`src/pkg/usisc_pkg.sv`:
```
// Constants, types and register map of the serial shift/counter core
// How it works
// - External clock source counts on both rising and falling edges.
// - Counter preset to F overflows on the next external edge.
// - Counter can be clocked by timer zero match to extend it.
// - Data register accesses read and write the live shift register.
// - Data write in a shift cycle keeps written value and drops shift.
// - Shift left one bit per clock from external, timer or software.
// - Data and clock inputs work whatever the wire mode.
// - Data pin is fed from shift bit seven through an output latch.
// - Latch open first half of external clock, always open otherwise.
// - Open latch passes new top bit; sample and change on opposite edges.
// - Data pin is driven only when its direction bit is one.
// - Start flag from start condition in two-wire, else from each count.
// - Start flag clears by written one, frees clock hold, may interrupt.
// - Overflow flag sets when counter wraps from fifteen to zero.
// - Overflow flag clears by writing one, releasing overflow clock hold.
// - Stop flag sets on stop condition in two-wire, cleared by one.
// - Collision bit reads one when shift bit seven differs from the pin.
// - Status low four bits show counter, readable and writable.
// - Counter counts each clock of the selected source or software strobe.
// - External source plus shift strobe lets toggle strobe make a clock.
// - Start enable gates start interrupt, pending flag fires at once.
// - Overflow enable gates its interrupt, pending flag fires at once.
// - Wire mode: off, three-wire, two-wire, two-wire with overflow hold.
// - Two-wire data pulled low when shift output or port bit is zero.
package usisc_pkg;

    // ------------------------------------------------------------------
    // Register map
    // ------------------------------------------------------------------
    localparam logic [11:0] ADDR_DATA = 12'h000;
    localparam logic [11:0] ADDR_STAT = 12'h004;
    localparam logic [11:0] ADDR_CTRL = 12'h008;

    localparam int ST_START  = 7;
    localparam int ST_OVF    = 6;
    localparam int ST_STOP   = 5;
    localparam int ST_COLL   = 4;
    localparam int CR_SIE    = 7;
    localparam int CR_OIE    = 6;
    localparam int CR_WM_LO  = 4;
    localparam int CR_CS_LO  = 2;
    localparam int CR_CLK    = 1;
    localparam int CR_TC     = 0;

    localparam logic [7:0] RST_DATA = 8'h00;
    localparam logic [3:0] RST_CNT  = 4'h0;
    localparam logic [3:0] CNT_MAX  = 4'hf;

    localparam logic [1:0] RESP_OKAY   = 2'h0;
    localparam logic [1:0] RESP_SLVERR = 2'h2;

    // ------------------------------------------------------------------
    // Modes
    // ------------------------------------------------------------------
    typedef enum logic [1:0] {
        WM_OFF      = 2'b00,
        WM_THREE    = 2'b01,
        WM_TWO      = 2'b10,
        WM_TWO_HOLD = 2'b11
    } usisc_wm_e;

    typedef enum logic [1:0] {
        CS_SOFT    = 2'b00,
        CS_TIMER   = 2'b01,
        CS_EXT_POS = 2'b10,
        CS_EXT_NEG = 2'b11
    } usisc_cs_e;

endpackage : usisc_pkg

```
`src/hdl/usisc_pin_sync.sv`:
```
// Two-stage synchroniser and edge finder for the serial pins
module usisc_pin_sync
    import usisc_pkg::*;
(
    input  wire logic       mclk,
    input  wire logic       arst_n,
    input  wire logic       ce,
    input  wire logic [1:0] pin_raw,
    output logic      [1:0] lvl,
    output logic      [1:0] rise,
    output logic      [1:0] fall
);

    typedef struct packed {
        logic [1:0] s1;
        logic [1:0] s2;
        logic [1:0] prev;
    } usisc_sync_s;

    usisc_sync_s st_r;
    usisc_sync_s st_nxt;

    always_comb begin
        st_nxt      = st_r;
        st_nxt.s1   = pin_raw;
        st_nxt.s2   = st_r.s1;
        st_nxt.prev = st_r.s2;
    end

    always_ff @(posedge mclk or negedge arst_n) begin
        if (!arst_n) begin
            st_r <= '0;
        end else if (ce) begin
            st_r <= st_nxt;
        end
    end

    // ------------------------------------------------------------------
    // Edges seen only behind the second stage
    // ------------------------------------------------------------------
    for (genvar i = 0; i < 2; i++) begin : g_edge
        assign lvl[i]  = st_r.s2[i];
        assign rise[i] = st_r.s2[i] & ~st_r.prev[i];
        assign fall[i] = ~st_r.s2[i] & st_r.prev[i];
    end

endmodule : usisc_pin_sync

```
`src/hdl/usisc_core.sv`:
```
// Serial shift register, clock counter and flags behind AXI4-Lite
//
// Local design decisions: the AXI4-Lite register port and the placing of the registers.
module usisc_core
    import usisc_pkg::*;
(
    input  wire logic        mclk,
    input  wire logic        arst_n,
    input  wire logic        ce,
    input  wire logic [11:0] awaddr,
    input  wire logic        awvalid,
    output logic             awready,
    input  wire logic [31:0] wdata,
    input  wire logic [3:0]  wstrb,
    input  wire logic        wvalid,
    output logic             wready,
    output logic [1:0]       bresp,
    output logic             bvalid,
    input  wire logic        bready,
    input  wire logic [11:0] araddr,
    input  wire logic        arvalid,
    output logic             arready,
    output logic [31:0]      rdata,
    output logic [1:0]       rresp,
    output logic             rvalid,
    input  wire logic        rready,
    input  wire logic        serial_in_pin,
    input  wire logic        serial_clock_pin,
    input  wire logic        timer0_match,
    input  wire logic        ddr_dat,
    input  wire logic        port_dat,
    input  wire logic        ddr_scl,
    input  wire logic        port_scl,
    output logic             dat_pin_o,
    output logic             dat_pin_oe_n,
    output logic             scl_pin_o,
    output logic             scl_pin_oe_n,
    output logic             clock_toggle_o,
    output logic             start_irq,
    output logic             ovf_irq
);

    // ------------------------------------------------------------------
    // State
    // ------------------------------------------------------------------
    typedef struct packed {
        logic [7:0]  shift;
        logic [3:0]  cnt;
        logic        start_f;
        logic        ovf_f;
        logic        stop_f;
        logic        sie;
        logic        oie;
        usisc_wm_e   wm;
        usisc_cs_e   cs;
        logic        latch;
        logic        dat_o;
        logic        dat_oe_n;
        logic        scl_oe_n;
        logic        toggle;
        logic        start_irq;
        logic        ovf_irq;
        logic        aw_have;
        logic [11:0] awaddr;
        logic        w_have;
        logic [7:0]  wdata;
        logic        wstb;
        logic        awready;
        logic        wready;
        logic        bvalid;
        logic [1:0]  bresp;
        logic        arready;
        logic        rvalid;
        logic [7:0]  rdata;
        logic [1:0]  rresp;
    } usisc_state_s;

    localparam usisc_state_s RST = '{
        shift: RST_DATA, cnt: RST_CNT, start_f: 1'b0, ovf_f: 1'b0,
        stop_f: 1'b0, sie: 1'b0, oie: 1'b0, wm: WM_OFF, cs: CS_SOFT,
        latch: 1'b0, dat_o: 1'b0, dat_oe_n: 1'b1, scl_oe_n: 1'b1,
        toggle: 1'b0, start_irq: 1'b0, ovf_irq: 1'b0, aw_have: 1'b0,
        awaddr: 12'h000, w_have: 1'b0, wdata: 8'h00, wstb: 1'b0,
        awready: 1'b1, wready: 1'b1, bvalid: 1'b0, bresp: RESP_OKAY,
        arready: 1'b1, rvalid: 1'b0, rdata: 8'h00, rresp: RESP_OKAY
    };

    usisc_state_s st_r;
    usisc_state_s st_nxt;

    logic [1:0] pin_lvl;
    logic [1:0] pin_rise;
    logic [1:0] pin_fall;
    logic       sda_lvl;
    logic       scl_lvl;
    logic       scl_edge;
    logic       wr_go;
    logic       wr_data;
    logic       wr_stat;
    logic       wr_ctrl;
    logic [7:0] wd;
    logic       two_wire;
    usisc_cs_e  eff_cs;
    logic       shift_clk;
    logic       cnt_clk;
    logic       start_det;
    logic       stop_det;
    logic       coll;
    logic       latch_open;
    logic       aw_map;
    logic       ar_map;
    logic [7:0] rd_val;

    // ------------------------------------------------------------------
    // Pin synchroniser
    // ------------------------------------------------------------------
    // Inputs stay live in every wire mode
    usisc_pin_sync u_sync (
        .mclk    (mclk),
        .arst_n  (arst_n),
        .ce      (ce),
        .pin_raw ({serial_clock_pin, serial_in_pin}),
        .lvl     (pin_lvl),
        .rise    (pin_rise),
        .fall    (pin_fall)
    );

    assign sda_lvl  = pin_lvl[0];
    assign scl_lvl  = pin_lvl[1];
    assign scl_edge = pin_rise[1] | pin_fall[1];

    // ------------------------------------------------------------------
    // Register decode
    // ------------------------------------------------------------------
    assign wd      = st_r.wdata;
    assign wr_go   = st_r.aw_have & st_r.w_have & ~st_r.bvalid;
    assign aw_map  = (st_r.awaddr == ADDR_DATA) |
                     (st_r.awaddr == ADDR_STAT) |
                     (st_r.awaddr == ADDR_CTRL);
    assign wr_data = wr_go & st_r.wstb & (st_r.awaddr == ADDR_DATA);
    assign wr_stat = wr_go & st_r.wstb & (st_r.awaddr == ADDR_STAT);
    assign wr_ctrl = wr_go & st_r.wstb & (st_r.awaddr == ADDR_CTRL);
    assign two_wire = st_r.wm[1];

    // Strobes act with the source written in the same access
    assign eff_cs = wr_ctrl ? usisc_cs_e'(wd[CR_CS_LO+1:CR_CS_LO])
                            : st_r.cs;

    // ------------------------------------------------------------------
    // Clock source selection
    // ------------------------------------------------------------------
    always_comb begin
        shift_clk = 1'b0;
        cnt_clk   = 1'b0;
        unique case (eff_cs)
            CS_SOFT: begin
                shift_clk = wr_ctrl & wd[CR_CLK];
                cnt_clk   = wr_ctrl & (wd[CR_CLK] | wd[CR_TC]);
            end
            CS_TIMER: begin
                shift_clk = timer0_match;
                cnt_clk   = timer0_match;
            end
            CS_EXT_POS: begin
                shift_clk = pin_rise[1];
                cnt_clk   = scl_edge;
            end
            CS_EXT_NEG: begin
                shift_clk = pin_fall[1];
                cnt_clk   = scl_edge;
            end
        endcase
        if (eff_cs[1] && wr_ctrl && wd[CR_CLK] && wd[CR_TC]) begin
            shift_clk = 1'b1;
            cnt_clk   = 1'b1;
        end
    end

    // Start and stop: data line moves while clock is high
    assign start_det = two_wire & pin_fall[0] & scl_lvl;
    assign stop_det  = two_wire & pin_rise[0] & scl_lvl;
    assign coll      = st_r.shift[7] ^ sda_lvl;

    // Output latch closes in the second half of an external clock
    assign latch_open = ~st_r.cs[1] | (scl_lvl == st_r.cs[0]);

    // ------------------------------------------------------------------
    // Read mux
    // ------------------------------------------------------------------
    assign ar_map = (araddr == ADDR_DATA) | (araddr == ADDR_STAT) |
                    (araddr == ADDR_CTRL);
    always_comb begin
        rd_val = 8'h00;
        if (araddr == ADDR_DATA) begin
            rd_val = st_r.shift;
        end else if (araddr == ADDR_STAT) begin
            rd_val = {st_r.start_f, st_r.ovf_f, st_r.stop_f, coll,
                      st_r.cnt};
        end else if (araddr == ADDR_CTRL) begin
            rd_val = {st_r.sie, st_r.oie, st_r.wm, st_r.cs, 2'b00};
        end
    end

    // ------------------------------------------------------------------
    // Next state
    // ------------------------------------------------------------------
    always_comb begin
        st_nxt = st_r;

        // Write channel capture
        if (awvalid && st_r.awready) begin
            st_nxt.aw_have = 1'b1;
            st_nxt.awaddr  = {awaddr[11:2], 2'b00};
        end
        if (wvalid && st_r.wready) begin
            st_nxt.w_have = 1'b1;
            st_nxt.wdata  = wdata[7:0];
            st_nxt.wstb   = wstrb[0];
        end
        if (st_r.bvalid && bready) begin
            st_nxt.bvalid = 1'b0;
        end
        if (wr_go) begin
            st_nxt.aw_have = 1'b0;
            st_nxt.w_have  = 1'b0;
            st_nxt.bvalid  = 1'b1;
            st_nxt.bresp   = aw_map ? RESP_OKAY : RESP_SLVERR;
        end
        st_nxt.awready = ~st_nxt.aw_have & ~st_nxt.bvalid;
        st_nxt.wready  = ~st_nxt.w_have & ~st_nxt.bvalid;

        // Read channel
        if (st_r.rvalid && rready) begin
            st_nxt.rvalid = 1'b0;
        end
        if (arvalid && st_r.arready) begin
            st_nxt.rvalid = 1'b1;
            st_nxt.rdata  = rd_val;
            st_nxt.rresp  = ar_map ? RESP_OKAY : RESP_SLVERR;
        end
        st_nxt.arready = ~st_nxt.rvalid;

        // Control register; strobe bits are not stored
        if (wr_ctrl) begin
            st_nxt.sie = wd[CR_SIE];
            st_nxt.oie = wd[CR_OIE];
            st_nxt.wm  = usisc_wm_e'(wd[CR_WM_LO+1:CR_WM_LO]);
            st_nxt.cs  = eff_cs;
        end
        st_nxt.toggle = wr_ctrl & wd[CR_TC];

        // Shift register: a bus write beats a coincident shift
        if (wr_data) begin
            st_nxt.shift = wd;
        end else if (shift_clk) begin
            st_nxt.shift = {st_r.shift[6:0], sda_lvl};
        end

        // Counter: a bus write beats a coincident count
        if (wr_stat) begin
            st_nxt.cnt = wd[3:0];
        end else if (cnt_clk) begin
            st_nxt.cnt = st_r.cnt + 4'h1;
        end

        // Flags: start/stop detection wins over a clear in the same cycle; a status write blocks the count-driven sets
        st_nxt.start_f = (two_wire ? start_det : (cnt_clk & ~wr_stat)) |
                         (st_r.start_f &
                          ~(wr_stat & wd[ST_START]));
        st_nxt.ovf_f   = (cnt_clk & ~wr_stat & (st_r.cnt == CNT_MAX)) |
                         (st_r.ovf_f &
                          ~(wr_stat & wd[ST_OVF]));
        st_nxt.stop_f  = stop_det |
                         (st_r.stop_f & ~(wr_stat & wd[ST_STOP]));

        // Enabled flags raise the request at once, even if already pending
        st_nxt.start_irq = st_nxt.start_f & st_nxt.sie;
        st_nxt.ovf_irq   = st_nxt.ovf_f & st_nxt.oie;

        // Output latch from the top bit
        if (latch_open) begin
            st_nxt.latch = st_nxt.shift[7];
        end

        // Pin drivers by wire mode
        st_nxt.dat_o    = 1'b0;
        st_nxt.dat_oe_n = 1'b1;
        st_nxt.scl_oe_n = 1'b1;
        unique case (st_nxt.wm)
            WM_OFF: begin
                st_nxt.dat_oe_n = 1'b1;
            end
            WM_THREE: begin
                st_nxt.dat_o    = st_nxt.latch;
                st_nxt.dat_oe_n = ~ddr_dat;
            end
            WM_TWO, WM_TWO_HOLD: begin
                st_nxt.dat_oe_n = ~(ddr_dat &
                                    (~st_nxt.latch | ~port_dat));
                st_nxt.scl_oe_n = ~(ddr_scl & (~port_scl | st_nxt.start_f |
                    (st_nxt.wm[0] & st_nxt.ovf_f)));
            end
        endcase
    end

    always_ff @(posedge mclk or negedge arst_n) begin
        if (!arst_n) begin
            st_r <= RST;
        end else if (ce) begin
            st_r <= st_nxt;
        end
    end

    // ------------------------------------------------------------------
    // Outputs
    // ------------------------------------------------------------------
    assign awready        = st_r.awready;
    assign wready         = st_r.wready;
    assign bvalid         = st_r.bvalid;
    assign bresp          = st_r.bresp;
    assign arready        = st_r.arready;
    assign rvalid         = st_r.rvalid;
    assign rresp          = st_r.rresp;
    assign rdata          = {24'h000000, st_r.rdata};
    assign dat_pin_o      = st_r.dat_o;
    assign dat_pin_oe_n   = st_r.dat_oe_n;
    assign scl_pin_o      = 1'b0;
    assign scl_pin_oe_n   = st_r.scl_oe_n;
    assign clock_toggle_o = st_r.toggle;
    assign start_irq      = st_r.start_irq;
    assign ovf_irq        = st_r.ovf_irq;
endmodule : usisc_core

```
`config.mk`:
```
export PLATFORM = sky130hd
export DESIGN_NAME = usisc_core
export DESIGN_NICKNAME = d
export VERILOG_FILES = /design/src/pkg/usisc_pkg.sv /design/src/hdl/usisc_pin_sync.sv /design/src/hdl/usisc_core.sv
export SDC_FILE = /design/constraint.sdc
export NUM_CORES = 1
export LEC_CHECK = 0
export BUFFER_PORTS_ARGS = -buffer_cell sky130_fd_sc_hd__buf_2
export CAP_MARGIN = 15
export CORE_MARGIN = 2
export CORE_UTILIZATION = 46
export CTS_CLUSTER_SIZE = 28
export DETAILED_ROUTE_END_ITERATION = 12
export GPL_TIMING_DRIVEN = 0
export HOLD_SLACK_MARGIN = 0.12
export PLACE_DENSITY = 0.76
export SETUP_SLACK_MARGIN = 0.02
export SYNTH_ARGS = -nofsm -noshare
export SYNTH_HDL_FRONTEND = slang
export SYNTH_SLANG_ARGS = --single-unit
```
`constraint.sdc`:
```
create_clock -name mclk -period 3 [get_ports mclk]
set_clock_uncertainty 0.1 [all_clocks]
set_input_delay 0.15 -clock mclk [delete_from_list [all_inputs] [get_ports mclk]]
set_output_delay 0.15 -clock mclk [all_outputs]
set_load 0.005 [all_outputs]
```
==> impl_results.md <==
* DIE WIDTH at roughly 96 um
* Fin. Hold Viols at 0
* Sequential Power Share at 0.459
* Post-placement cell area at 4451 sq um
* ANT cells at 0
* CP dominant cell by count: or4_4
* Power per cell area at 636.4 nW/um^2
* Bufs and invs on worst path at 1
* Worst-path clk slew at around 0.080 ns
* Top delay family on crit path: simple AND/OR/NAND/NOR gates
* Routability cong. at around 0.87
* Initial antenna violation count at 0
* Hold Slack at 0.1621 ns
* Cell-internal power at 2.187 mW
* DRC Markers at 0
* Commonest cells after routing, fill and taps aside: 65 x dfrtp_1, 64 x buf_2, 46 x buf_4
* Max-cap violations at 0
* Antenna-violating nets left at 0
* Final period util at 0.9778
* CP cell instances: or4_4 > or4_4 > buf_8 > o21bai_1 > o2111ai_1 > a21o_1 > a32o_1
* Grt ovf at 0
* Slew Viols, Final at 0
* Clk pwr share at 0.243
* Actual slew at the worst max-slew pin at 0.8790 ns
* PortBufs at 65
* Slew headroom at 0.4140
* Maximum clock frequency at 340.9 MHz
* Initial Util at 0.4739
* Switch share at 0.3287
* Post-Layout Cell Count at 628
* Synth Cell Area at 3894 sq um
* First-pass GRT wire length at 14730 um
* Switching pwr at approximately 1.1 mW
* Rows at 33
* Largest net degree at the start of global routing at 71
* CP max stage cell: or4_4
* Post-synth EDFFs at 0
* Chip height at 96.01 um
* Register area share after synthesis at 0.4515
* Comb pwr share at 0.298
* RSZ-0062 raised after global routing: yes
* H-tree depth at 3
* Final setup fails at 0
* DR WL/cell at 14.86 um
* Crit path required time at 3.18 ns
* Final instance area at 5120 sq um
* Final TNS setup at 0 ns
* Cell variety after synth at 58
* CTS tree: yes
* Worst Hold Class: input port to flop
* Layout cells sized above 1 at 0.3576
* Core footprint at between 8000 and 9000 sq um
* Setup CP Type: flop to flop
* Final nets at 596
* GR Util All Layers at 0.2094
* Die area at ~9000 sq um
* Static Leak at 2.396 nW
* Crit end category: flop
* Root Buffer: clkbuf_8
* Async SR Flop Fraction at 1.000
* Crit-path max cell delay at 0.60 ns
* Ports at 123
* Vias at ~3300
* Commonest non-fill, non-tap cell in the layout: dfrtp_1
* Clock sink total at 70
* Post-Route WL at around 9300 um
* Synthesis-to-finish area growth at 31.49%
* Ys Warns at 0
* Most used DFF post-synth: dfrtp_1
* 1st-iter DRT viols at 263
* Crit-path max FO at 6
* Vias in the first global route at 3092
* Max VDD drop at 0.5953 mV
* Number of buffers created by CTS at 9
* Dpl hpwl at 6374 um
* Mapped Cells at 377
* Setup crit start kind: flop
* Post-Syn Area per Cell at 10.33 sq um
* Run status: finished clean
* CTS max path bufs at 2
* Drt pass-1 iters at 5
* Vias per inst at 5.258
* Post-layout min period at roughly 3 ns
* Synthesized flop and latch total at 70
* Placed cell count at 573
* CP arrival at between 3 and 4 ns
* Clock Latency Late Sink at 0.35 ns
## state kept, by name (all words and copies together) (netlist names)
signal	cells
bvalid	1
st_r	35
rdata	8
dat_pin_o	1
rresp	1
start_irq	1
u_sync.st_nxt	2
scl_pin_oe_n	1
wready	1
awready	1
arready	1
wd	8
dat_pin_oe_n	1
bresp	1
u_sync.st_r	2
u_sync.lvl	2
ovf_irq	1
clock_toggle_o	1
rvalid	1
## synth_stat cells, types with 3 or more instances
cell / number / share of area
dfrtp_1: 65 / 0.42
nand2_1: 40 / 0.039
buf_4: 37 / 0.071
mux2_2: 35 / 0.10
nor2_1: 18 / 0.017
a21oi_1: 15 / 0.019
o21ai_0: 14 / 0.018
clkbuf_1: 13 / 0.013
nand3_1: 11 / 0.014
a2bb2oi_1: 10 / 0.022
inv_1: 10 / 0.0096
mux2i_1: 10 / 0.026
o32ai_1: 7 / 0.016
a211oi_1: 6 / 0.012
o31ai_1: 6 / 0.012
a31oi_1: 5 / 0.0080
dfstp_2: 5 / 0.034
nor2b_1: 5 / 0.0080
nor4_1: 5 / 0.0080
o22ai_1: 4 / 0.0064
ha_1: 3 / 0.0096
o21a_1: 3 / 0.0058
or3_1: 3 / 0.0048
## per-layer routing
metal	up-vias	global-route usage	part of all wire
met5	-	0	0
met2	145	0.3339	0.47
met3	22	0.04072	0.067
met4	0	0.1083	0.024
met1	1539	0.2703	0.44
li1	1596	-	-
## cells by family after synthesis
group	share of synthesized area
AOI/OAI and AO/OA	0.1600
other	0.0009631
muxes	0.1401
xor gates and xnor gates	0.004500
buffers and inverters	0.1015
and+or+nand+nor	0.1317
adders and majority gates	0.009641
DFF	0.4515
## power by group through the flow
| stage | clock network, mW | registers (mW) | logic, mW |
|---|---|---|---|
| 3_3_place_gp | 0 | 1.48 | 0.809 |
| 6_report | 0.792 | 1.49 | 0.972 |
| 2_1_floorplan | 0 | 1.41 | 0.640 |
| 3_5_place_dp | 0 | 1.50 | 0.841 |
| 5_1_grt | 0.846 | 1.53 | 1.08 |
| 4_1_cts | 0.807 | 1.48 | 0.892 |
## worst paths after layout
path	cells past startpoint	endpoint	slack, ns	startpoint
min in group asynchronous	2	st_r[31]$_DFFE_PN0P_	0.35	arst_n
min	3	rresp[1]$_DFFE_PN0P_	0.16	araddr[3]
min reg2reg	2	rdata[7]$_DFFE_PN0P_	0.38	rdata[7]$_DFFE_PN0P_
max reg2reg	7	scl_pin_oe_n$_DFFE_PN1P_	0.07	st_r[32]$_DFFE_PN0P_
max	7	scl_pin_oe_n$_DFFE_PN1P_	0.07	st_r[32]$_DFFE_PN0P_
max in group asynchronous	2	st_r[57]$_DFFE_PN0P_	1.85	arst_n
## worst reg2reg max path, cell delays in order (launching register included)
cell and delay (ns):
dfrtp_1 0.38, or4_4 0.60, or4_4 0.59, buf_8 0.17, o21bai_1 0.26, o2111ai_1 0.28, a21o_1 0.24, a32o_1 0.25
## per-stage QoR
stage / utilization / setup WS [ns] / power (mW)
after floorplan: - / 0.05455 / 2.055
after global placement: 0.5413 / -0.1289 / 2.288
after detailed placement: 0.5416 / -0.1945 / 2.337
after CTS: 0.6086 / 0.02052 / 3.184
after global routing: 0.6231 / 0.03225 / 3.457
final: 0.6231 / 0.06646 / 3.259
## area by class of cell
class	instances	area [sq um]
sequential	70	1758
clock inverter	5	57.56
tap	105	131.4
multi-input combinational	269	1899
clock buffer	11	151.4
inverter	10	37.54
fill	681	3097
timing repair buffer	106	738.2
buffer	52	346.6
## timing repair
action | 4_1_cts | 5_1_grt
gates cloned | 0 | 0
pin swaps | 2 | 6
endpoints found under the setup margin | 19 | 15
resized for setup | 5 | 10
setup buffers | 1 | 9
hold buffers | 31 | 0
hold endpoints to repair | 94 | 0
Note: power is estimated with default switching activity, not from simulation.
